===== config.mk =====
export PLATFORM = sky130hd
export DESIGN_NAME = pmmc_top
export DESIGN_NICKNAME = d
export VERILOG_FILES = /design/src/verilog/pmmc_pkg.sv /design/src/verilog/pmmc_top.sv
export VERILOG_INCLUDE_DIRS = /design/src /design/src/verilog
export SDC_FILE = /design/constraint.sdc
export NUM_CORES = 1
export LEC_CHECK = 0
export BUFFER_PORTS_ARGS = -buffer_cell sky130_fd_sc_hd__buf_2
export CAP_MARGIN = 30
export CORE_UTILIZATION = 44
export CTS_CLUSTER_DIAMETER = 200
export DETAILED_ROUTE_END_ITERATION = 12
export PLACE_DENSITY = 0.8
export SETUP_SLACK_MARGIN = 0.05
export SYNTH_ARGS = -nofsm -noshare
export SYNTH_HDL_FRONTEND = slang
export SYNTH_SLANG_ARGS = --single-unit

===== constraint.sdc =====
create_clock -name hclk -period 2.6 [get_ports hclk]
set_input_delay 0.26 -clock hclk [delete_from_list [all_inputs] [get_ports hclk]]
set_output_delay 0.26 -clock hclk [all_outputs]
set_load 0.03 [all_outputs]

===== src/verilog/pmmc_params.svh =====
/*
 * Constants of the performance monitor mode control block: register byte
 * offsets, reset values, time base tap positions and the threshold scale.
 * Assumes inclusion by bare name from the package; the top module sees its macros through that.
 */
// How it works
// [RULE_01] Mode control writes land only when the bus access is privileged.
// [RULE_02] Reads return register contents and change no field.
// [RULE_03] Global freeze bit stops every counter update.
// [RULE_04] Supervisor freeze stops updates while privilege indicator is zero.
// [RULE_05] Problem-state freeze stops updates while privilege indicator is one.
// [RULE_06] Mark-one freeze stops updates while the process mark bit is one.
// [RULE_07] Mark-zero freeze stops updates while the process mark bit is zero.
// [RULE_08] Master enable gates exception requests and self-clears when one is raised.
// [RULE_09] Freeze-on-exception holds counters while an enabled condition stands; trigger overrides.
// [RULE_10] Two-bit select picks time base bit 63, 55, 51 or 47.
// [RULE_11] Enabled rising edge of selected time base bit requests an exception.
// [RULE_12] Threshold field times eight gives the threshold in cycles.
// [RULE_13] Enabled negative first counter requests an exception.
// [RULE_14] Enabled negative counter two to eight requests an exception.
// [RULE_15] Trigger holds counters two to eight until counter one negative or exception.
// [RULE_16] Counter one selector sits at positions 19-25, counter two at 26-31.
// [RULE_17] Negative condition needs counter top bit and its enable both set.
// [RULE_18] Register bit positions count from the most significant bit as zero.
// [RULE_19] A counter steps on its event only when no freeze or hold applies.
`ifndef PMMC_PARAMS_SVH
`define PMMC_PARAMS_SVH

// ----------------------------------------
// Register map
// ----------------------------------------
`define PMMC_ADDR_W          12
`define PMMC_OFS_MODE_CTL    12'h000
`define PMMC_OFS_IRQ_STATUS  12'h004
`define PMMC_OFS_IRQ_MASK    12'h008
`define PMMC_OFS_CORE_STATE  12'h00C

// ----------------------------------------
// Reset values
// ----------------------------------------
`define PMMC_MODE_CTL_RST    32'h8000_0000
`define PMMC_IRQ_MASK_RST    4'h0

// ----------------------------------------
// Time base taps, positions in most-significant-first order
// ----------------------------------------
`define PMMC_TB_TAP_00       6'h3F
`define PMMC_TB_TAP_01       6'h37
`define PMMC_TB_TAP_10       6'h33
`define PMMC_TB_TAP_11       6'h2F

// ----------------------------------------
// Misc
// ----------------------------------------
`define PMMC_THRESH_SHIFT    3
`define PMMC_NUM_CNT         8
`define PMMC_HSIZE_WORD      3'h2

`endif


===== src/verilog/pmmc_pkg.sv =====
/*
 * Types of the performance monitor mode control block.
 * Assumes pmmc_params.svh is on the include path.
 */
package pmmc_pkg;
	`include "pmmc_params.svh"

	// ----------------------------------------
	// Mode control register; first member is the register MSB
	// ----------------------------------------
	typedef struct packed {
		logic       global_count_freeze;
		logic       supervisor_count_freeze;
		logic       problem_state_count_freeze;
		logic       mark_one_count_freeze;
		logic       mark_zero_count_freeze;
		logic       monitor_exception_master_enable;
		logic       freeze_on_exception_condition;
		logic [1:0] time_base_bit_select;
		logic       time_base_exception_enable;
		logic [5:0] threshold;
		logic       first_counter_exception_enable;
		logic       other_counters_exception_enable;
		logic       trigger;
		logic [6:0] first_counter_event_select;
		logic [5:0] second_counter_event_select;
	} pmmc_mode_ctl_t;

	// ----------------------------------------
	// Interrupt status / mask layout
	// ----------------------------------------
	typedef struct packed {
		logic other_negative;
		logic first_negative;
		logic time_base;
		logic exc_request;
	} pmmc_irq_t;

	// ----------------------------------------
	// Captured AHB address phase
	// ----------------------------------------
	typedef struct packed {
		logic                     valid;
		logic                     write;
		logic                     priv;
		logic [`PMMC_ADDR_W-1:0]  addr;
	} pmmc_ahb_req_t;

	typedef enum logic [4:0] {
		PMMC_REG_NONE   = 5'b00001,
		PMMC_REG_MODE   = 5'b00010,
		PMMC_REG_STATUS = 5'b00100,
		PMMC_REG_MASK   = 5'b01000,
		PMMC_REG_CORE   = 5'b10000
	} pmmc_reg_t;

endpackage : pmmc_pkg


===== src/verilog/pmmc_top.sv =====
/*
 * Performance monitor mode control: AHB-Lite register slave, counter update
 * gating for eight counters and monitor exception request logic.
 * Assumes core state, events, counter top bits and the time base all come
 * from logic on hclk; the counters themselves live outside this block.
 */
// Decided for this implementation: the register offsets and the AHB-Lite slave port.
`timescale 1ns/100ps

module pmmc_top
	import pmmc_pkg::*;
(
	input  wire logic                     hclk,
	input  wire logic                     hresetn,
	input  wire logic                     hsel,
	input  wire logic [31:0]              haddr,
	input  wire logic [1:0]               htrans,
	input  wire logic                     hwrite,
	input  wire logic [2:0]               hsize,
	input  wire logic [3:0]               hprot,
	input  wire logic [31:0]              hwdata,
	input  wire logic                     hready,
	output logic      [31:0]              hrdata,
	output logic                          hreadyout,
	output logic                          hresp,
	input  wire logic                     privilege_state_indicator,
	input  wire logic                     process_mark_bit,
	input  wire logic [0:63]              time_base,
	input  wire logic [`PMMC_NUM_CNT-1:0] perf_event,
	input  wire logic [`PMMC_NUM_CNT-1:0] counter_msb,
	output logic      [`PMMC_NUM_CNT-1:0] counter_update,
	output logic                          monitor_exception_request,
	output logic      [6:0]               first_counter_event_select,
	output logic      [5:0]               second_counter_event_select,
	output logic      [8:0]               threshold_cycles,
	output logic                          irq
);

	// ----------------------------------------
	// Functions
	// ----------------------------------------
	function automatic pmmc_reg_t reg_decode(input logic [`PMMC_ADDR_W-1:0] a);
		unique case (a)
			`PMMC_OFS_MODE_CTL:   reg_decode = PMMC_REG_MODE;
			`PMMC_OFS_IRQ_STATUS: reg_decode = PMMC_REG_STATUS;
			`PMMC_OFS_IRQ_MASK:   reg_decode = PMMC_REG_MASK;
			`PMMC_OFS_CORE_STATE: reg_decode = PMMC_REG_CORE;
			default:              reg_decode = PMMC_REG_NONE;
		endcase
	endfunction : reg_decode

	function automatic logic tb_tap(input logic [1:0] sel, input logic [0:63] tb);
		unique case (sel)
			2'h0: tb_tap = tb[`PMMC_TB_TAP_00]; // RULE_10
			2'h1: tb_tap = tb[`PMMC_TB_TAP_01];
			2'h2: tb_tap = tb[`PMMC_TB_TAP_10];
			2'h3: tb_tap = tb[`PMMC_TB_TAP_11];
		endcase
	endfunction : tb_tap

	// ----------------------------------------
	// State
	// ----------------------------------------
	pmmc_ahb_req_t  req;
	pmmc_ahb_req_t  next_req;
	logic [31:0]    next_hrdata;
	pmmc_mode_ctl_t mode_ctl;
	pmmc_mode_ctl_t next_mode_ctl;
	pmmc_irq_t      status;
	pmmc_irq_t      next_status;
	pmmc_irq_t      mask;
	pmmc_irq_t      next_mask;
	logic           tb_prev;
	logic           next_tb_prev;
	logic           tb_freeze;
	logic           next_tb_freeze;
	logic [`PMMC_NUM_CNT-1:0] next_counter_update;
	logic           next_exc_request;
	logic           next_irq;

	// ----------------------------------------
	// Gating terms
	// ----------------------------------------
	logic                     sw_write;
	pmmc_reg_t                wr_sel;
	logic                     mode_write;
	logic                     tb_bit;
	logic                     tb_cond;
	logic                     first_neg;
	logic                     other_neg;
	logic                     neg_cond;
	logic                     exc_fire;
	logic                     freeze_on_exception_condition_freeze;
	logic                     freeze_all;
	logic                     trigger_hold;
	logic [`PMMC_NUM_CNT-1:0] allow;

	always_comb begin
		sw_write   = req.valid & req.write;
		wr_sel     = reg_decode(req.addr);
		// Unprivileged writes complete OKAY but leave the register alone
		mode_write = sw_write & (wr_sel == PMMC_REG_MODE) & req.priv; // RULE_01
		tb_bit     = tb_tap(mode_ctl.time_base_bit_select, time_base);
		tb_cond    = tb_bit & ~tb_prev & mode_ctl.time_base_exception_enable; // RULE_11
		first_neg  = counter_msb[0] & mode_ctl.first_counter_exception_enable; // RULE_17
		other_neg  = (|counter_msb[`PMMC_NUM_CNT-1:1]) & mode_ctl.other_counters_exception_enable; // RULE_17
		neg_cond   = first_neg | other_neg;
		exc_fire   = mode_ctl.monitor_exception_master_enable & (tb_cond | neg_cond); // RULE_08 RULE_13 RULE_14
		// Trigger mode lets counter one run on so the trigger can still fire
		freeze_on_exception_condition_freeze = mode_ctl.freeze_on_exception_condition & ~mode_ctl.trigger
			& (neg_cond | tb_freeze); // RULE_09
		freeze_all = mode_ctl.global_count_freeze // RULE_03
			| (mode_ctl.supervisor_count_freeze & ~privilege_state_indicator) // RULE_04
			| (mode_ctl.problem_state_count_freeze & privilege_state_indicator) // RULE_05
			| (mode_ctl.mark_one_count_freeze & process_mark_bit) // RULE_06
			| (mode_ctl.mark_zero_count_freeze & ~process_mark_bit) // RULE_07
			| freeze_on_exception_condition_freeze;
		trigger_hold = mode_ctl.trigger & ~counter_msb[0]
			& mode_ctl.monitor_exception_master_enable; // RULE_15
	end

	// ----------------------------------------
	// Per-counter update enables
	// ----------------------------------------
	genvar gi;
	generate
		for (gi = 0; gi < `PMMC_NUM_CNT; gi++) begin : g_allow
			if (gi == 0) begin : g_first
				assign allow[gi] = ~freeze_all;
			end else begin : g_other
				assign allow[gi] = ~freeze_all & ~trigger_hold; // RULE_15
			end
		end
	endgenerate

	// ----------------------------------------
	// Register and gating next state
	// ----------------------------------------
	always_comb begin
		next_mode_ctl  = mode_ctl;
		next_status    = status;
		next_mask      = mask;
		next_tb_freeze = tb_freeze;
		next_tb_prev   = tb_bit;
		if (mode_write) begin
			next_mode_ctl  = pmmc_mode_ctl_t'(hwdata); // RULE_18 RULE_16
			next_tb_freeze = 1'b0;
		end
		// Hardware clear beats a simultaneous software write of the enable
		if (exc_fire) begin
			next_mode_ctl.monitor_exception_master_enable = 1'b0; // RULE_08
		end
		if (tb_cond) begin
			next_tb_freeze = 1'b1; // RULE_09
		end
		if (sw_write && wr_sel == PMMC_REG_STATUS) begin
			next_status = pmmc_irq_t'(status & ~hwdata[3:0]);
		end
		if (sw_write && wr_sel == PMMC_REG_MASK) begin
			next_mask = pmmc_irq_t'(hwdata[3:0]);
		end
		// Set wins over a write-one-to-clear in the same cycle
		next_status.exc_request    = next_status.exc_request | exc_fire;
		next_status.time_base      = next_status.time_base | tb_cond;
		next_status.first_negative = next_status.first_negative | first_neg;
		next_status.other_negative = next_status.other_negative | other_neg;
		next_counter_update = perf_event & allow; // RULE_19
		next_exc_request    = exc_fire;
		next_irq            = |(next_status & next_mask);
	end

	always_ff @(posedge hclk or negedge hresetn) begin
		if (!hresetn) begin
			mode_ctl                  <= pmmc_mode_ctl_t'(`PMMC_MODE_CTL_RST);
			status                    <= pmmc_irq_t'(4'h0);
			mask                      <= pmmc_irq_t'(`PMMC_IRQ_MASK_RST);
			tb_freeze                 <= 1'b0;
			tb_prev                   <= 1'b0;
			counter_update            <= '0;
			monitor_exception_request <= 1'b0;
			irq                       <= 1'b0;
		end else begin
			mode_ctl                  <= next_mode_ctl;
			status                    <= next_status;
			mask                      <= next_mask;
			tb_freeze                 <= next_tb_freeze;
			tb_prev                   <= next_tb_prev;
			counter_update            <= next_counter_update;
			monitor_exception_request <= next_exc_request;
			irq                       <= next_irq;
		end
	end

	// ----------------------------------------
	// AHB-Lite slave, zero wait states
	// ----------------------------------------
	// Read data is taken from next-state values so a read right after a
	// write returns the freshly written contents.
	always_comb begin
		next_req.valid = hsel & htrans[1] & hready;
		next_req.write = hwrite & (hsize == `PMMC_HSIZE_WORD);
		next_req.priv  = hprot[1];
		next_req.addr  = haddr[`PMMC_ADDR_W-1:0];
		next_hrdata    = 32'h0000_0000;
		if (next_req.valid && !hwrite) begin
			unique case (reg_decode(haddr[`PMMC_ADDR_W-1:0]))
				PMMC_REG_MODE:   next_hrdata = next_mode_ctl; // RULE_02
				PMMC_REG_STATUS: next_hrdata = {28'h000_0000, next_status};
				PMMC_REG_MASK:   next_hrdata = {28'h000_0000, next_mask};
				PMMC_REG_CORE:   next_hrdata = {27'h000_0000, trigger_hold, freeze_on_exception_condition_freeze,
					freeze_all, privilege_state_indicator, process_mark_bit};
				PMMC_REG_NONE:   next_hrdata = 32'h0000_0000;
			endcase
		end
	end

	always_ff @(posedge hclk or negedge hresetn) begin
		if (!hresetn) begin
			req       <= '0;
			hrdata    <= 32'h0000_0000;
			hreadyout <= 1'b0;
			hresp     <= 1'b0;
		end else begin
			req       <= next_req;
			hrdata    <= next_hrdata;
			hreadyout <= 1'b1;
			hresp     <= 1'b0;
		end
	end

	// ----------------------------------------
	// Field outputs straight from the mode register
	// ----------------------------------------
	assign first_counter_event_select  = mode_ctl.first_counter_event_select; // RULE_16
	assign second_counter_event_select = mode_ctl.second_counter_event_select; // RULE_16
	assign threshold_cycles            = {mode_ctl.threshold, 3'h0}; // RULE_12

endmodule : pmmc_top


# --- Word-level counts from Yosys, hierarchy flattened ---
# Cells that the tools add are included.
# W data, S select, Z words.
totals:
  register_bits: 100
  input_bits: 160
  output_inout_bits: 66
  elab_cells: 117
op_classes:
  n_mux: 12
  n_eq_ne: 18
  n_reduce_logical: 10
  bitwise_logic: 43
op_table:
  columns: ["cell", "count"]
  rows:
  - ["$pmux W32 S5", 1]
  - ["$mux W32", 2]
  - ["$eq A12 B4 Y1 const B", 4]
  - ["$pmux W5 S4", 2]
  - ["$eq A12 B3 Y1 const B", 2]
  - ["$logic_not A12 Y1", 2]
  - ["$and A1 B1 Y1", 20]
  - ["$or A1 B1 Y1", 12]
  - ["$eq A5 B2 Y1 const B", 2]
  - ["$eq A5 B3 Y1 const B", 2]
  - ["$eq A5 B4 Y1 const B", 2]
  - ["$and A4 B4 Y4", 2]
  - ["$and A8 B8 Y8", 1]
  - ["$mux W4", 2]
  - ["$not A1 Y1", 7]
  - ["$reduce_or A7 Y1", 1]
  - ["$eq A5 B1 Y1 const B", 1]
  - ["$eq A5 B5 Y1 const B", 1]
  - ["$mux W5", 1]
  - ["$eq A2 B2 Y1 const B", 2]
  - ["$not A4 Y4", 1]
  - ["$pmux W1 S4", 1]
  - ["$reduce_or A4 Y1", 1]
  - ["$eq A3 B2 Y1 const B", 1]
  - ["6 further kinds", 10]

# --- Longest topological paths before layout ---
logic_depth:
  ltp_word: 10
  mapped_depth: 7
  ltp_nobuf: 5

# --- Worst setup path before layout ---
# Ideal clock, no wire load.
synth_path:
  path_type: "reg-to-reg"
  from: "register req[9] (netlist name)"
  to: "register irq"
  synth_period_minus_slack_ps: 2077
  setup_time_ps: 138
  arrival_ps: 1939
  stages_incl_launch_ff: 6
  setup_slack_ps: 523
  required_ps: 2462
  path_buffers: 0
  cell_sequence: "dfrtp_1 nor4_4 nand4_4 mux2_2 a21boi_1 or4_1"
synth_rtl:
  columns: ["element", "line", "source"]
  rows:
  - ["start: declaration", "pmmc_top.sv:64", "pmmc_ahb_req_t req;"]
  - ["start signal: assignment", "pmmc_top.sv:224", "req <= next_req;"]
  - ["end signal: assignment", "pmmc_top.sv:190", "irq <= next_irq;"]
  - ["end: declaration", "pmmc_top.sv:36", "output logic irq"]

# --- Worst setup path in the final report ---
layout_path:
  from: "input haddr[9]"
  to: "register hrdata[2]"
layout_via:
  elab_chain_len: 6
  elab_cells_between_ends: 13
  cone_classes: "eq/ne (8); mux (4); reduce/logical (1)"
layout_lines:
  columns: ["element", "line", "source"]
  rows:
  - ["start: declaration", "pmmc_top.sv:16", "input wire logic [31:0] haddr,"]
  - ["$eq A12 B4 Y1, or another cell as far along", "pmmc_top.sv:43", "unique case (a)"]
  - ["$pmux W5 S4 (*)", "pmmc_top.sv:43", null]
  - ["$mux W5 (*)", "pmmc_top.sv:205", "if (next_req.valid && !hwrite) begin"]
  - ["$eq A5 B1 Y1, or another cell as far along", "pmmc_top.sv:206", "unique case (reg_decode(haddr[`PMMC_ADDR_W-1:0]))"]
  - ["$pmux W32 S5 (*)", "pmmc_top.sv:206", null]
  - ["$mux W32 (*)", "pmmc_top.sv:205", null]
  - ["net next_hrdata[2]", "pmmc_top.sv:66", "logic [31:0] next_hrdata;"]
  - ["end signal: assignment", "pmmc_top.sv:225", "hrdata <= next_hrdata;"]
  - ["end: declaration", "pmmc_top.sv:23", "output logic [31:0] hrdata,"]
# Mark *: on every way through the listed nets, which the timed path passes. The rest lies on a longest branch. The select of a mux whose other input is x is not followed.
# A chain may end at the register's enable or synchronous reset.

==> impl_metrics.toml <==
[status]
run_status = "completed"

[sta]
report.final.setup_viol = 0
max_freq_ghz = 0.412
worst_slew_pin_slew_ps = 669
min_period_ps = 2430
holdWs_ps = 44.9
final-max-slew-violation-count = 0
tns_ps = 0
grt_setup_unrepaired = "false"
max_slew_margin_pct = 55.4
finalHoldViolCount = 0
finalClockSkew_ps = 13.8
final_critical_path_setup_slack_ps = 173
final_worst_path_period_share_pct = 93.3

[drt]
dr.pass1.iters = 4
finalWirelength_um = 8930
detail_route.drc_violations = 0
drt_first_iter_violations = 106
route.detailed.vias_per_inst = 5.01
route.vias.total = 3039
final_antenna_net_count = 0
wire_per_inst_um = 14.7

[global_route]
global_route.overflow_total = 0
number_of_global_route_vias_before_repair = 3219
grt_max_degree = 52
initial_antenna_violation_count = 0
grt_usage_pct = 19.8
grt_first_pass_wirelength_um = 14900

[worst_hold_path]
hp-class = "input port to flip-flop"
hold_start = "haddr[8]"

[run]
timing.max_cap.violations = 0

[clocking]
clock_path_buffers = 2
cts.sink_count = 100
numCtsBuffers = 9
cell_at_the_root_of_the_clock_tree = "clkbuf_8"
postCtsSetupRepairBufs = 0
cts.clk_slew.worst_paths_ps = 90
worst_skew_pair.late_latency_ps = 350
ctsHtreeMaxLevel = 3
tritoncts_clock_tree = "built"

[floorplanning]
floorplan.die.width_um = 97.4
placement_row_count = 34
io_pins = 226
core_area_um2 = 8760
die-area_um2 = 9480
initial_core_util_pct = 45.7
die-height_um = 97.4

[synth]
ys.warnings.count = 0
ys.flop_type = "dfrtp_1"
ys_async_sr_fraction_pct = 100
yosys.area_share.simple_pct = 17.6
synth_top_cell_area_share_pct = 61.9
mappedNetlistArea_um2 = 4000
synth_area_leader_cell = "dfrtp_1"
synthXorXnorAreaFrac_pct = 0
synth_area_per_cell_um2 = 11.2
synth-adder-area-share_pct = 0
synth.top_cells.by_area = "dfrtp_1 (62%), nand2_1 (8.0%), buf_4 (4.3%)"
synth_edf_count = 0
multiplexer_share_of_the_synthesized_area_pct = 3.69
synth.ff_latch_count = 100
synth_sequential_area_ratio_pct = 62.5
synth_area_in_compound_gates_pct = 9.16
largest_family_of_logic_cells_by_synthesized_area = "simple AND/OR/NAND/NOR gates"
synthesis.instances = 357
ys_types = 52

[final_layout]
mostFrequentLayoutCell = "buf_2"
layout_common_cells = "buf_2 (136), dfrtp_1 (99), nand2_1 (85)"
drive_above_1_share_pct = 35.7
finalNetCount = 653
num_antenna_cells = 0
area_growth_syn_to_layout_pct = 24.4

[placed_design]
hpwlAfterDp_um = 6440
place_congestion = 0.866
detailedPlace.worstSlack_ps = 247
placement.io_buffers = 137

[setup_path]
critPathLaunch = "haddr[9]"
r2r-start = "req[9]"
worstSetupStartpointType = "input port"
cp_data_required_time_ps = 2890
cp_max_fo = 8
worst_setup_path_end_kind = "flip-flop"
critPathKind = "input port to flip-flop"
arrival_ps = 2720

[power_and_ir_drop]
max-vdd-ir-drop_mv = 0.237
power.density_nw_per_um2 = 535
total_power_mw = 2.66
total_leakage_power_nw = 2.66
cell usage after synthesis (all sizes together) (2+ instances only):
cell and number:
and2 9, nor4 4, mux2i 8, dfrtp 99, clkbuf 6, or4 4
buf 28, nand2 86, nor3 4, a21boi 2, and3b 3, o21ai 4
conb 2, a41oi 2, nor2b 3, nand3 3, a21oi 33, o31ai 2
nor4bb 2, nand4 4, o32a 2, mux2 4, a21o 2, inv 14
nor2 8
metal layers:
| layer | track usage (%) | share of wire, % | vias up | wire (um) |
|---|---|---|---|---|
| met3 | 5.90 | 7.5 | 16 | 668 |
| met1 | 23.5 | 41 | 1453 | 3690 |
| met2 | 33.5 | 49 | 124 | 4400 |
| met4 | 8.37 | 1.9 | 0 | 167 |
| met5 | 0 | 0 | - | 0 |
| li1 | - | - | 1446 | - |
power by group:
part	internal [mW]	total, mW	switching (mW)	leakage (nW)
combinational	0.0750	0.170	0.0951	1.39
clock	0.364	0.908	0.544	0.0883
sequential	1.57	1.59	0.0125	1.18
final cells by class:
class | count | area [um^2]
Fill cell | 765 | 3780
Sequential cell | 100 | 2500
Timing Repair Buffer | 156 | 871
Tap cell | 108 | 135
Clock buffer | 10 | 128
Inverter | 14 | 52.6
Clock inverter | 6 | 51.3
Multi-Input combinational cell | 212 | 1240
critical path, cell delays in order:
cell and delay (ps):
dlygate4sd3_1 540, buf_2 130, or4_1 570, or4_4 580
or3_1 360, a21oi_1 130, o32a_2 150
final timing paths:
| kind | slack (ps) | cells past startpoint | endpoint |
|---|---|---|---|
| worst max-delay path | 170 | 7 | hrdata[2] |
| worst min-delay path | 40 | 1 | req[8] |
| worst max register to register | 220 | 5 | irq |
| worst min register to register | 480 | 1 | tb_freeze |
| max in group asynchronous | 1370 | 3 | mode_ctl[31] |
| min in group asynchronous | 460 | 2 | req[13] |
registers in the layout (all words and copies together), names as in the netlist:
signal	count
mode_ctl	13
counter_update	8
mask	4
hrdata	32
irq	1
tb_freeze	1
first_counter_event_select	7
tb_prev	1
monitor_exception_request	1
second_counter_event_select	6
threshold_cycles	6
hreadyout	1
req	15
status	4
stage by stage:
step | instances | util, % | area, um^2
global placement | 579 | 53.5 | 4690
global route | 606 | 56.9 | 4980
floorplan | 360 | - | 4020
detailed placement | 579 | 53.5 | 4690
CTS | 605 | 56.7 | 4970
finish | 606 | 56.9 | 4980
kinds of logic (layout without fill, tap and decap cells):
group / count (synthesis) / after routing
buf+inv: 48 / 186
simple gates: 137 / 137
flops: 100 / 100
other cells: 2 / 5
compound gates: 57 / 57
mux: 13 / 13
what timing repair did:
action | 4_1_cts | 5_1_grt
resized for setup | 0 | 1
endpoints found under the hold margin | 59 | 1
setup endpoints to repair | 0 | 5
hold buffers | 10 | 1
(Power assumes the default switching activity.)
